==> config.mk <==
export PLATFORM = sky130hd
export DESIGN_NAME = fia_aggregator
export DESIGN_NICKNAME = d
export VERILOG_FILES = /design/src/hw/fia_pkg.sv /design/src/hw/fia_aggregator.sv /design/src/hw/fia_source_merge.sv
export VERILOG_INCLUDE_DIRS = /design/src /design/src/hw
export SDC_FILE = /design/constraint.sdc
export NUM_CORES = 1
export LEC_CHECK = 0
export BUFFER_PORTS_ARGS = -buffer_cell sky130_fd_sc_hd__buf_2
export CORE_ASPECT_RATIO = 0.5
export CORE_MARGIN = 8
export CORE_UTILIZATION = 48
export DETAILED_ROUTE_END_ITERATION = 8
export PLACE_DENSITY_LB_ADDON = 0.1
export SKIP_CTS_REPAIR_TIMING = 1
export SLEW_MARGIN = 20
export SYNTH_ARGS = -nofsm -noshare
export SYNTH_HDL_FRONTEND = slang
export SYNTH_SLANG_ARGS = --single-unit
==> constraint.sdc <==
create_clock -name clk -period 2.16 [get_ports clk]
set_clock_uncertainty 0.1 [all_clocks]
set_input_delay 0.108 -clock clk [delete_from_list [all_inputs] [get_ports clk]]
set_output_delay 0.108 -clock clk [all_outputs]
set_load 0.1 [all_outputs]
==> src/hw/fia_regs.svh <==
`ifndef FIA_REGS_SVH
`define FIA_REGS_SVH
// Functional notes
// RULE1 - sixteen fault feedback lanes each feed the fault manager as fault sources
// RULE2 - current level of every fault lane is readable as a plain input value
// RULE3 - a lane fault blocks all modulated outputs within 60 ns at most
// RULE4 - interlock is two-way: output announces own fault, input triggers a fault
// RULE5 - optical: light means no fault; emitter off on fault, dark input is fault
// RULE6 - block outputs within 78 ns after optical, 50 ns after electrical fault
// RULE7 - fault propagates over the unit-to-unit fibre link, about 0.25 us
// RULE8 - four connector fault flags merge into one source before the manager
// RULE9 - each connector fault output is an exact copy of the interlock output
// RULE10 - connector fault flags are active low and ignored after reset until enabled
// RULE11 - per-lane enable mask; masked lanes never raise a fault
// RULE12 - all enabled sources OR into one system fault driving block and outputs

// ****************************************************************
// clock and timing
// ****************************************************************
`define FIA_CLK_PERIOD_NS 20
`define FIA_LANE_MAX_NS   60
`define FIA_ELEC_MAX_NS   50
`define FIA_OPT_MAX_NS    78
`define FIA_LINK_TYP_NS   250
// longest times, and the typical link time, round down to whole cycles
`define FIA_LANE_CYC (`FIA_LANE_MAX_NS / `FIA_CLK_PERIOD_NS)
`define FIA_ELEC_CYC (`FIA_ELEC_MAX_NS / `FIA_CLK_PERIOD_NS)
`define FIA_OPT_CYC  (`FIA_OPT_MAX_NS / `FIA_CLK_PERIOD_NS)
`define FIA_LINK_CYC (`FIA_LINK_TYP_NS / `FIA_CLK_PERIOD_NS)

// ****************************************************************
// sizes, source vector positions, reset values
// ****************************************************************
`define FIA_NUM_LANES 16
`define FIA_NUM_CONN  4
`define FIA_NUM_SRC   5
`define FIA_SRC_LANE  0
`define FIA_SRC_CONN  1
`define FIA_SRC_ELEC  2
`define FIA_SRC_OPT   3
`define FIA_SRC_LINK  4
`define FIA_CONN_EN_RST 1'b0
`define FIA_CAUSE_RST   5'h00
`define FIA_LANE_RST    16'h0000
`endif

==> src/hw/fia_pkg.sv <==
`include "fia_regs.svh"
package fia_pkg;
	// one-hot fault manager states
	typedef enum logic [1:0] {
		FIA_RUN  = 2'b01,
		FIA_TRIP = 2'b10
	} fia_state_t;

	typedef logic [`FIA_NUM_SRC-1:0] fia_src_t;
endpackage

==> src/hw/fia_aggregator.sv <==
`timescale 1ns/1ps
`include "fia_regs.svh"
module fia_aggregator #(
	parameter int NUM_LANES = `FIA_NUM_LANES
) (
	input  wire logic                 clk,
	input  wire logic                 rst_n,
	input  wire logic [NUM_LANES-1:0] fault_feedback_lanes,
	input  wire logic [NUM_LANES-1:0] laneMask,
	input  wire logic                 conn_a_fault_in_n,
	input  wire logic                 conn_b_fault_in_n,
	input  wire logic                 conn_c_fault_in_n,
	input  wire logic                 conn_d_fault_in_n,
	input  wire logic                 connFaultEnable,
	input  wire logic                 elecInterlockIn_n,
	input  wire logic                 opticalRxLight,
	input  wire logic                 fibreFaultIn,
	input  wire logic                 faultClear,
	output logic                      pwmBlock,
	output logic [NUM_LANES-1:0]      laneLevel,
	output logic                      interlock_fault_out_n,
	output logic [`FIA_NUM_CONN-1:0]  connFaultOut_n,
	output logic                      opticalEmitterOn,
	output logic                      fibreFaultOut,
	output logic                      faultTripped,
	output fia_pkg::fia_src_t         faultCause
);
	localparam int LANE_CYC = `FIA_LANE_CYC;
	localparam int ELEC_CYC = `FIA_ELEC_CYC;
	localparam int OPT_CYC  = `FIA_OPT_CYC;
	localparam int LINK_CYC = `FIA_LINK_CYC;

	// ****************************************************************
	// input sampling
	// ****************************************************************
	logic [NUM_LANES-1:0]     laneQ_q;
	logic [NUM_LANES-1:0]     maskQ_q;
	logic [`FIA_NUM_CONN-1:0] connQ_q;
	logic                     connEn_q;
	logic                     elecQ_q;
	logic                     lightQ_q;
	logic                     linkQ_q;
	fia_pkg::fia_src_t        srcVec;
	fia_pkg::fia_state_t      state_q;
	fia_pkg::fia_state_t      state_d;
	fia_pkg::fia_src_t        cause_d;
	logic                     sysFault;

	// one flop on every pin but faultClear; the whole path is two edges, under 50 ns
	always_ff @(posedge clk) begin
		if (!rst_n) begin
			laneQ_q  <= `FIA_LANE_RST;
			maskQ_q  <= `FIA_LANE_RST;
			connQ_q  <= '1;
			elecQ_q  <= 1'b1;
			lightQ_q <= 1'b1;
			linkQ_q  <= 1'b0;
		end else begin
			laneQ_q  <= fault_feedback_lanes;
			maskQ_q  <= laneMask;
			connQ_q  <= {conn_d_fault_in_n, conn_c_fault_in_n,
			             conn_b_fault_in_n, conn_a_fault_in_n};
			elecQ_q  <= elecInterlockIn_n;
			lightQ_q <= opticalRxLight;
			linkQ_q  <= fibreFaultIn;
		end
	end

	// connector flags stay ignored from reset until enabled
	always_ff @(posedge clk) begin
		if (!rst_n) begin
			connEn_q <= `FIA_CONN_EN_RST; // RULE10
		end else begin
			connEn_q <= connFaultEnable;
		end
	end

	fia_source_merge #(
		.NUM_LANES (NUM_LANES),
		.NUM_CONN  (`FIA_NUM_CONN)
	) u_merge (
		.laneQ   (laneQ_q),
		.maskQ   (maskQ_q),
		.connQ_n (connQ_q),
		.connEnQ (connEn_q),
		.elecQ_n (elecQ_q),
		.lightQ  (lightQ_q),
		.linkQ   (linkQ_q),
		.srcVec  (srcVec)
	);

	// ****************************************************************
	// fault manager state
	// ****************************************************************
	// a live source keeps the trip even when clear arrives with it
	always_comb begin
		state_d = state_q;
		case (state_q)
			fia_pkg::FIA_RUN: begin
				if (|srcVec) begin
					state_d = fia_pkg::FIA_TRIP;
				end
			end
			fia_pkg::FIA_TRIP: begin
				if (faultClear && !(|srcVec)) begin
					state_d = fia_pkg::FIA_RUN;
				end
			end
			default: begin
				state_d = fia_pkg::FIA_TRIP;
			end
		endcase
	end

	always_ff @(posedge clk) begin
		if (!rst_n) begin
			state_q <= fia_pkg::FIA_RUN;
		end else begin
			state_q <= state_d;
		end
	end

	// any live source or a held trip is the system fault
	assign sysFault = (|srcVec) | (state_q != fia_pkg::FIA_RUN); // RULE12

	// sticky cause record: set wins over clear
	always_comb begin
		cause_d = faultClear ? `FIA_CAUSE_RST : faultCause;
		cause_d = cause_d | srcVec;
	end

	always_ff @(posedge clk) begin
		if (!rst_n) begin
			faultCause <= `FIA_CAUSE_RST;
		end else begin
			faultCause <= cause_d;
		end
	end

	// ****************************************************************
	// outputs, all straight from flops
	// ****************************************************************
	// block and announce from one shared next value so they never skew
	always_ff @(posedge clk) begin
		if (!rst_n) begin
			pwmBlock              <= 1'b0;
			interlock_fault_out_n <= 1'b1;
			connFaultOut_n        <= '1;
			opticalEmitterOn      <= 1'b1;
			fibreFaultOut         <= 1'b0;
			faultTripped          <= 1'b0;
		end else begin
			pwmBlock              <= sysFault; // RULE3 RULE6 RULE12
			interlock_fault_out_n <= ~sysFault; // RULE4
			connFaultOut_n        <= {`FIA_NUM_CONN{~sysFault}}; // RULE9
			opticalEmitterOn      <= ~sysFault; // RULE5
			fibreFaultOut         <= sysFault; // RULE7
			faultTripped          <= (state_d == fia_pkg::FIA_TRIP);
		end
	end

	// lane levels readable regardless of mask or trip
	always_ff @(posedge clk) begin
		if (!rst_n) begin
			laneLevel <= `FIA_LANE_RST;
		end else begin
			laneLevel <= laneQ_q; // RULE2
		end
	end
endmodule

==> src/hw/fia_source_merge.sv <==
`timescale 1ns/1ps
`include "fia_regs.svh"
module fia_source_merge #(
	parameter int NUM_LANES = `FIA_NUM_LANES,
	parameter int NUM_CONN  = `FIA_NUM_CONN
) (
	input  wire logic [NUM_LANES-1:0] laneQ,
	input  wire logic [NUM_LANES-1:0] maskQ,
	input  wire logic [NUM_CONN-1:0]  connQ_n,
	input  wire logic                 connEnQ,
	input  wire logic                 elecQ_n,
	input  wire logic                 lightQ,
	input  wire logic                 linkQ,
	output fia_pkg::fia_src_t         srcVec
);
	// any line of an active-low group pulled low
	function automatic logic fiaAnyLow(input logic [NUM_CONN-1:0] v);
		fiaAnyLow = ~&v;
	endfunction

	logic [NUM_LANES-1:0] laneHit;

	// masked lanes are cut before the OR so they can never trip
	genvar i;
	generate
		for (i = 0; i < NUM_LANES; i++) begin : g_lane
			assign laneHit[i] = laneQ[i] & maskQ[i]; // RULE11 RULE1
		end
	endgenerate

	// one bit per source class
	assign srcVec[`FIA_SRC_LANE] = |laneHit; // RULE1
	assign srcVec[`FIA_SRC_CONN] = connEnQ & fiaAnyLow(connQ_n); // RULE8 RULE10
	assign srcVec[`FIA_SRC_ELEC] = ~elecQ_n; // RULE4
	assign srcVec[`FIA_SRC_OPT]  = ~lightQ; // RULE5
	assign srcVec[`FIA_SRC_LINK] = linkQ; // RULE7
endmodule

* After elaboration in Yosys (flattened, before gate mapping)
Cells that the tools add are included.
Storage, ports and cells: bits in registers 67, latch bits 0, RAM bits 0, bits in read-only memories 0, memories 0
Operators by class: add/sub/neg operators 0, multiply operators 0, divide/modulo/power cells 0, $lt $le $gt $ge 0, eq/ne operators 4, shift operators 0, muxes and demuxes 4, bitwise gates (word level) 22, reductions and logical operators 6
Operators with widths (count):
- $reduce_or A20 Y1 | 1
- $and A1 B1 Y1 | 17
- $reduce_or A16 Y1 | 1
- $mux W5 | 1
- $or A5 B5 Y5 | 1
- $eq A2 B2 Y1 const B | 2
- $mux W2 | 2
- $pmux W2 S2 | 1
- $reduce_and A4 Y1 | 1
- $not A1 Y1 | 3
- $eq A2 B1 Y1 const B | 1
- $logic_not A1 Y1 | 2
- $ne A2 B1 Y1 const B | 1
- $logic_and A1 B1 Y1 | 1
- $or A1 B1 Y1 | 1

* Depth between registers and ports, before layout
Gate-level depths: netlist of the first run.
word-level depth 9, depth in mapped cells 7

* Cells and area by module
Synthesis of the first run repeated with hierarchy kept, for this count alone.
Unflattened totals: cell total of the unflattened synthesis 179, area, all modules 2107.0 um2
By module, submodules not included:
- fia_aggregator | times used 1, cells each 165, area each 1978.1 um2
- fia_source_merge | times used 1, cells each 14, area each 128.9 um2

* Worst setup path before layout of the first run
No wires, ideal clock.
path type register to output, from reg opticalEmitterOn (netlist name), to out connFaultOut_n[0], data arrival time 1428 ps, slack 524 ps, cell stages (with the launch flop) 2, buffers on the path 1, path through dfxtp_1 -> buf_4
RTL lines:
- to (decl) | line fia_aggregator.sv:22 | output logic [`FIA_NUM_CONN-1:0] connFaultOut_n,

* Final worst setup path of the first run
from reg laneQ_q[9], to reg faultTripped
Between the ends: word-level cells in the longest chain between the ends 7, elaborated cells between the ends (all ways) 8, those cells by class eq/ne: 1; mux: 3; bitwise: 1; reduce/logical: 3
RTL lines:
- from (decl) | line fia_aggregator.sv:36 | logic [NUM_LANES-1:0] laneQ_q;
- from (signal assigned) | line fia_aggregator.sv:52 | laneQ_q <= `FIA_LANE_RST;
- from (signal assigned) | line fia_aggregator.sv:59 | laneQ_q <= fault_feedback_lanes;
- $and A1 B1 Y1 (*) | line fia_source_merge.sv:27 | assign laneHit[i] = laneQ[i] & maskQ[i];
- $reduce_or A20 Y1 (*) | line fia_aggregator.sv:100, fia_aggregator.sv:105
- $logic_not A1 Y1 | line fia_aggregator.sv:105 | if (faultClear && !(|srcVec)) begin
- $logic_and A1 B1 Y1 | line fia_aggregator.sv:105
- $mux W2 | line fia_aggregator.sv:105
- $pmux W2 S2 (*) | line fia_aggregator.sv:98 | case (state_q)
- $eq A2 B2 Y1 (*) | line fia_aggregator.sv:158 | faultTripped <= (state_d == fia_pkg::FIA_TRIP);
- to (signal assigned) | line fia_aggregator.sv:158
- to (decl) | line fia_aggregator.sv:25 | output logic faultTripped,
Every way passes the cells marked *; elsewhere a longest branch is shown, timed or not. A chain may end at the register's enable or synchronous reset.

==> results.sh, run 1 <==
export IMPL_grt_overflow_total=0
export IMPL_r2r_start="laneQ_q[9]"
export IMPL_synth_area_leaders="dfxtp_1, and2_1, a221oi_2, buf_4, nand2b_1"
export IMPL_yosysTopAreaCell="dfxtp_1"
export IMPL_fmax_mhz=606
export IMPL_netSwitchingPower_uw=905
export IMPL_wl_per_cell_um=12.9
export IMPL_grt_pass1_wl_um=6240
export IMPL_pwr_share_comb_pct=19.2
export IMPL_r2r_end="faultTripped"
export IMPL_grt_max_degree=49
export IMPL_setup_viol=0
export IMPL_rows=16
export IMPL_ff2ff_setup_slack_ns=0.51
export IMPL_synth_top_area_share_pct=64.2
export IMPL_path_class="reg2reg"
export IMPL_synthArstFlopShare_pct=0
export IMPL_dp_cells=293
export IMPL_drv_cap=0
export IMPL_cts_tree="done"
export IMPL_post_route_min_period_ns=1.65
export IMPL_ir_drop_mv=0.540
export IMPL_ys_ff_latch=66
export IMPL_dp_slack_ns=0.520
export IMPL_start_kind="register"
export IMPL_vias=1548
export IMPL_viasPerCell=4.44
export IMPL_yosys_warnings=0
export IMPL_clk_latency_ns=0.34
export IMPL_ys_seq_area_share_pct=64.2
export IMPL_nFillCells=274
export IMPL_die_w_um=109
export IMPL_grt_pass1_vias=1427
export IMPL_crit_required_ns=2.29
export IMPL_synthCells=179
export IMPL_syn_avg_cell_area_um2=11.5
export IMPL_drive_gt1_share_pct=32.9
export IMPL_path_clk_slew_ns=0.07
export IMPL_slew_viol_final=0
export IMPL_portBuffers=72
export IMPL_critical_path_max_stage_delay_ns=0.31
export IMPL_clock_sinks=66
export IMPL_slew_headroom_pct=57.2
export IMPL_cp_num_buf_inv=0
export IMPL_p_leak_uw=0.00143
export IMPL_num_antenna_cells=0
export IMPL_path_cells="a22o_1 -> a221oi_2 -> and4_1 -> and3_4 -> o21ai_2 -> and3_1"
export IMPL_clk_path_buf_depth=2
export IMPL_root_buffer="clkbuf_8"
export IMPL_synth_nets=224
export IMPL_place_congestion=0.746
export IMPL_synth_most_common_cell="dfxtp_1"
export IMPL_cpMaxStageDelayCell="dfxtp_1"
export IMPL_drtPass1Iterations=4
export IMPL_numCtsBuffers=9
export IMPL_die_h_um=62.3
export IMPL_finalSetupTns_ns=0
export IMPL_crit_path_end_kind="register"
export IMPL_antenna_found_initial=0
export IMPL_setup_worst_path_start="laneQ_q[9]"
export IMPL_p_int_uw=2260
export IMPL_core_area_um2=4000
export IMPL_die_area_um2=6770
export IMPL_worst_pin_slew_ns=0.642
export IMPL_p_sw_share_pct=28.6
export IMPL_hold_path_class="in2reg"
export IMPL_path_delay_family="simple AND/OR/NAND/NOR gates"
export IMPL_worstSetupEndpoint="faultTripped"
export IMPL_nets=335
export IMPL_start_util_pct=51.4
export IMPL_hpwl_um=2980
export IMPL_clkPwrFrac_pct=38.4
export IMPL_ys_types=25
export IMPL_cts_max_level=3
export IMPL_crit_cells=6
export IMPL_period_share_pct=76.4
export IMPL_hold_viol_final=0
export IMPL_rsz0062_at_grt="no"
export IMPL_ant_nets=0
export IMPL_r2r_cells=6
export IMPL_critPathArrivalTime_ns=1.78
export IMPL_path_max_fanout=3
export IMPL_synth_ff_type="dfxtp_1"
export IMPL_track_usage_pct=12.0
export IMPL_status="finished clean"
export IMPL_seq_power_share_pct=42.4
export IMPL_synth_edff_count=0
export IMPL_synth_area_um2=2060
export IMPL_p_per_area_nw_per_um2=1030
export IMPL_syn_to_final_growth_pct=48.8
export IMPL_io_pins=73
export IMPL_routed_wl_um=4510
export IMPL_synth_common_cells="dfxtp_1, and2_1, nand2_1, clkbuf_1"
export IMPL_drc=0
export IMPL_timing_final_ws_setup_ns=0.509
export IMPL_fin_cells=349
export IMPL_drtIter0Drc=27
## layer usage
| metal | vias to the layer above | wire length (um) | track usage (%) | share of wire, % |
|---|---|---|---|---|
| met5 | - | 0 | 0 | 0 |
| met4 | 0 | 41 | 4.57 | 0.91 |
| met3 | 5 | 458 | 8.23 | 10 |
| met2 | 47 | 2210 | 19.1 | 49 |
| met1 | 706 | 1800 | 12.1 | 40 |
| li1 | 790 | - | - | - |
## cells in the final DEF (no fill, tap or decap), drive strengths merged, types with 3 or more instances in the layout
| cell type | count |
|---|---|
| a21boi | 4 |
| a22o | 4 |
| buf | 73 |
| dlygate4sd3 | 40 |
| dfxtp | 66 |
| inv | 3 |
| o21ai | 3 |
| clkbuf | 9 |
| clkinv | 4 |
| a221oi | 4 |
| nand2 | 9 |
| bufinv | 3 |
| nand2b | 6 |
| and2 | 51 |
## power by group through the flow
stage / Sequential (uW) / Clock (uW) / Combinational (uW)
after floorplan: 1580 / 0 / 236
after global placement: 1360 / 0 / 542
after detailed placement: 1370 / 0 / 550
after CTS: 1340 / 1240 / 552
after global routing: 1350 / 1300 / 645
final: 1340 / 1210 / 607
## worst register-to-register path: cells and delay by family, from the launching register on
| family | cells | cell delay [ns] |
|---|---|---|
| and+or+nand+nor | 3 | 0.63 |
| AOI/OAI and AO/OA | 3 | 0.50 |
| DFF | 1 | 0.31 |
## layout make-up
cell class	count	area (um^2)	share of cell area, %
sequential	66	1320	43.1
multi-input combinational	97	656	21.4
timing repair buffer	113	768	25.1
tap	54	67.6	2.20
clock inverter	7	118	3.84
inverter	3	11.3	0.367
clock buffer	9	124	4.04
## worst min path at each step
stage / startpoint / to / slack (ns) / cells past startpoint
floorplan: conn_a_fault_in_n / connQ_q[0] / 0.11 / 1
global placement: conn_c_fault_in_n / connQ_q[2] / 0.19 / 2
detailed placement: conn_c_fault_in_n / connQ_q[2] / 0.19 / 2
CTS: conn_c_fault_in_n / connQ_q[2] / -0.17 / 2
global route: faultClear / faultCause[0] / 0.06 / 4
finish: faultClear / faultCause[3] / 0.05 / 4
## kinds of logic after synthesis
family | synth area share, %
AND/OR/NAND/NOR | 22.6
adder cells (fa/ha/maj) | 1.21
AO/OA/AOI/OAI | 8.02
flip-flops | 64.2
buffers and inverters | 4.01
## registers in the layout, summed over array words and instances, names as in the netlist, 2 cells and up
| signal | count |
|---|---|
| laneLevel | 16 |
| faultCause | 5 |
| state_q | 2 |
| laneQ_q | 16 |
| maskQ_q | 16 |
| connQ_q | 4 |
## through the flow
stage | hold WS, ns | instance area, um^2 | utilization [%] | power (uW)
after floorplan | 0.109 | 2060 | - | 1820
after global placement | 0.189 | 2420 | 60.5 | 1910
after detailed placement | 0.194 | 2420 | 60.5 | 1920
after CTS | -0.165 | 2670 | 66.6 | 3130
after global routing | 0.0637 | 3070 | 76.6 | 3290
final | 0.0513 | 3070 | 76.6 | 3160
Power figures use the tool's default switching activity.
==> inputs of run 2 (changes only) <==
clock period = 1.6 ns   (was 2.16 ns; I/O delays follow)
==> run 2 against run 1 <==
Effect of this change:
- the flow now finishes with violations (negative setup slack)
- global-route usage up 0.085 points
- highest routed layer unchanged
- worst setup slack worse by 0.64 ns
- wire length down 0.22%
- critical endpoint unchanged
- first-iteration DRC count up 100%
- via count down 1.3%
- non-clock buffer count up 2
- clock power up 40%
==> results.sh, run 2 (synthesized netlist as in run 1, its figures left out) <==
export IMPL_die_area_um2=6770
export IMPL_cp_num_buf_inv=0
export IMPL_setup_viol=2
export IMPL_wl_per_cell_um=12.8
export IMPL_hold_viol_final=0
export IMPL_die_w_um=109
export IMPL_die_h_um=62.3
export IMPL_routed_wl_um=4500
export IMPL_viasPerCell=4.35
export IMPL_period_share_pct=108
export IMPL_cts_max_level=3
export IMPL_clk_latency_ns=0.34
export IMPL_path_delay_family="simple AND/OR/NAND/NOR gates"
export IMPL_drtIter0Drc=54
export IMPL_timing_final_ws_setup_ns=-0.130
export IMPL_critPathArrivalTime_ns=1.85
export IMPL_crit_path_end_kind="register"
export IMPL_slew_viol_final=0
export IMPL_grt_max_degree=26
export IMPL_start_util_pct=51.4
export IMPL_r2r_cells=6
export IMPL_post_route_util_pct=77.6
export IMPL_vias=1528
export IMPL_setup_worst_path_start="maskQ_q[10]"
export IMPL_path_class="reg2reg"
export IMPL_rows=16
export IMPL_start_kind="register"
export IMPL_drv_cap=0
export IMPL_antenna_found_initial=0
export IMPL_path_max_fanout=3
export IMPL_p_per_area_nw_per_um2=1390
export IMPL_portBuffers=72
export IMPL_drtPass1Iterations=3
export IMPL_violations="negative setup slack"
export IMPL_fmax_mhz=578
export IMPL_core_area_um2=4000
export IMPL_rsz0062_at_grt="yes"
export IMPL_final_common_cell="buf_2"
export IMPL_root_buffer="clkbuf_8"
export IMPL_syn_to_final_growth_pct=50.8
export IMPL_path_clk_slew_ns=0.08
export IMPL_clk_path_buf_depth=2
export IMPL_num_antenna_cells=0
export IMPL_hold_path_class="in2reg"
export IMPL_ir_drop_mv=1.01
export IMPL_place_congestion=0.759
export IMPL_reg_top3="laneLevel (16), laneQ_q (16), maskQ_q (16)"
export IMPL_grt_pass1_wl_um=6270
export IMPL_io_pins=73
export IMPL_nets=337
export IMPL_cpMaxStageDelayCell="dfxtp_2"
export IMPL_post_route_min_period_ns=1.73
export IMPL_path_cells="a22o_1 -> a221oi_2 -> and4_1 -> and3_4 -> o21ai_2 -> and3_1"
export IMPL_track_usage_pct=12.1
export IMPL_grt_pass1_vias=1373
export IMPL_worstSetupEndpoint="faultTripped"
export IMPL_p_leak_uw=0.00144
export IMPL_ff2ff_setup_slack_ns=-0.13
export IMPL_status="complete, but fails checks"
export IMPL_worst_pin_slew_ns=0.494
export IMPL_numCtsBuffers=9
export IMPL_crit_cells=6
export IMPL_drc=0
export IMPL_critical_path_max_stage_delay_ns=0.32
export IMPL_crit_required_ns=1.72
export IMPL_hpwl_um=3060
export IMPL_grt_overflow_total=0
export IMPL_holdWs_ns=0.0138
export IMPL_ant_nets=0
export IMPL_cts_tree="done"
export IMPL_clock_sinks=66
export IMPL_layout_common_cells="buf_2, dfxtp_1, and2_1"
export IMPL_r2r_end="faultTripped"
export IMPL_r2r_start="maskQ_q[10]"
export IMPL_slew_headroom_pct=67.3
export IMPL_drive_gt1_share_pct=34.0
export IMPL_min_from="faultClear"
run 2: cell types whose count changed in the layout (fill, tap and decap cells not counted):
cell and delta:
buf_12 +1, inv_6 +3, dfxtp_2 +3, dlygate4sd3_1 +1
clkinvlp_4 +1, clkinv_2 -2, clkinv_4 -2, dfxtp_1 -3
run 2: per-layer routing:
metal | share of wire (%) | up-vias | GRT usage (%)
li1 | - | 794 | -
met1 | 41 | 685 | 12.5
met2 | 49 | 42 | 18.8
met3 | 8.7 | 7 | 7.72
met4 | 0.93 | 0 | 5.58
met5 | 0 | - | 0
run 2: area by class of cell:
cell class,instances,area (um^2)
Clock buffer,9,124
Clock inverter,7,124
Fill cell,269,898
Inverter,3,11.3
Multi-Input combinational cell,97,656
Sequential cell,66,1330
Tap cell,54,67.6
Timing Repair Buffer,115,798
run 2: tightest hold or removal path: stages:
cell,delay (ns)
buf_2,0.07
inv_1,0.10
nand2_1,0.08
a21boi_0,0.06
run 2: worst min path at each step:
stage | to | cells after the start
after floorplan | connQ_q[0] | 1
after global placement | connQ_q[2] | 2
after detailed placement | lightQ_q | 2
after CTS | connQ_q[2] | 2
after global routing | faultCause[3] | 4
final | faultCause[3] | 4
run 2: through the flow:
| step | std cells | area, um^2 | power (uW) | setup WS (ns) | TNS [ns] |
|---|---|---|---|---|---|
| floorplan | 179 | 2060 | 2450 | 0.0638 | 0 |
| global placement | 294 | 2440 | 2580 | -0.0159 | -0.0182 |
| detailed placement | 294 | 2440 | 2600 | -0.0882 | -0.167 |
| CTS | 310 | 2690 | 4290 | -0.142 | -0.259 |
| global route | 351 | 3110 | 4510 | -0.189 | -0.415 |
| finish | 351 | 3110 | 4330 | -0.130 | -0.230 |
run 2: power breakdown:
| group | total [uW] | internal [uW] | switching, uW |
|---|---|---|---|
| logic | 835 | 263 | 572 |
| clock network | 1690 | 1050 | 636 |
| registers | 1810 | 1760 | 52.2 |
| total | 4330 | 3070 | 1260 |
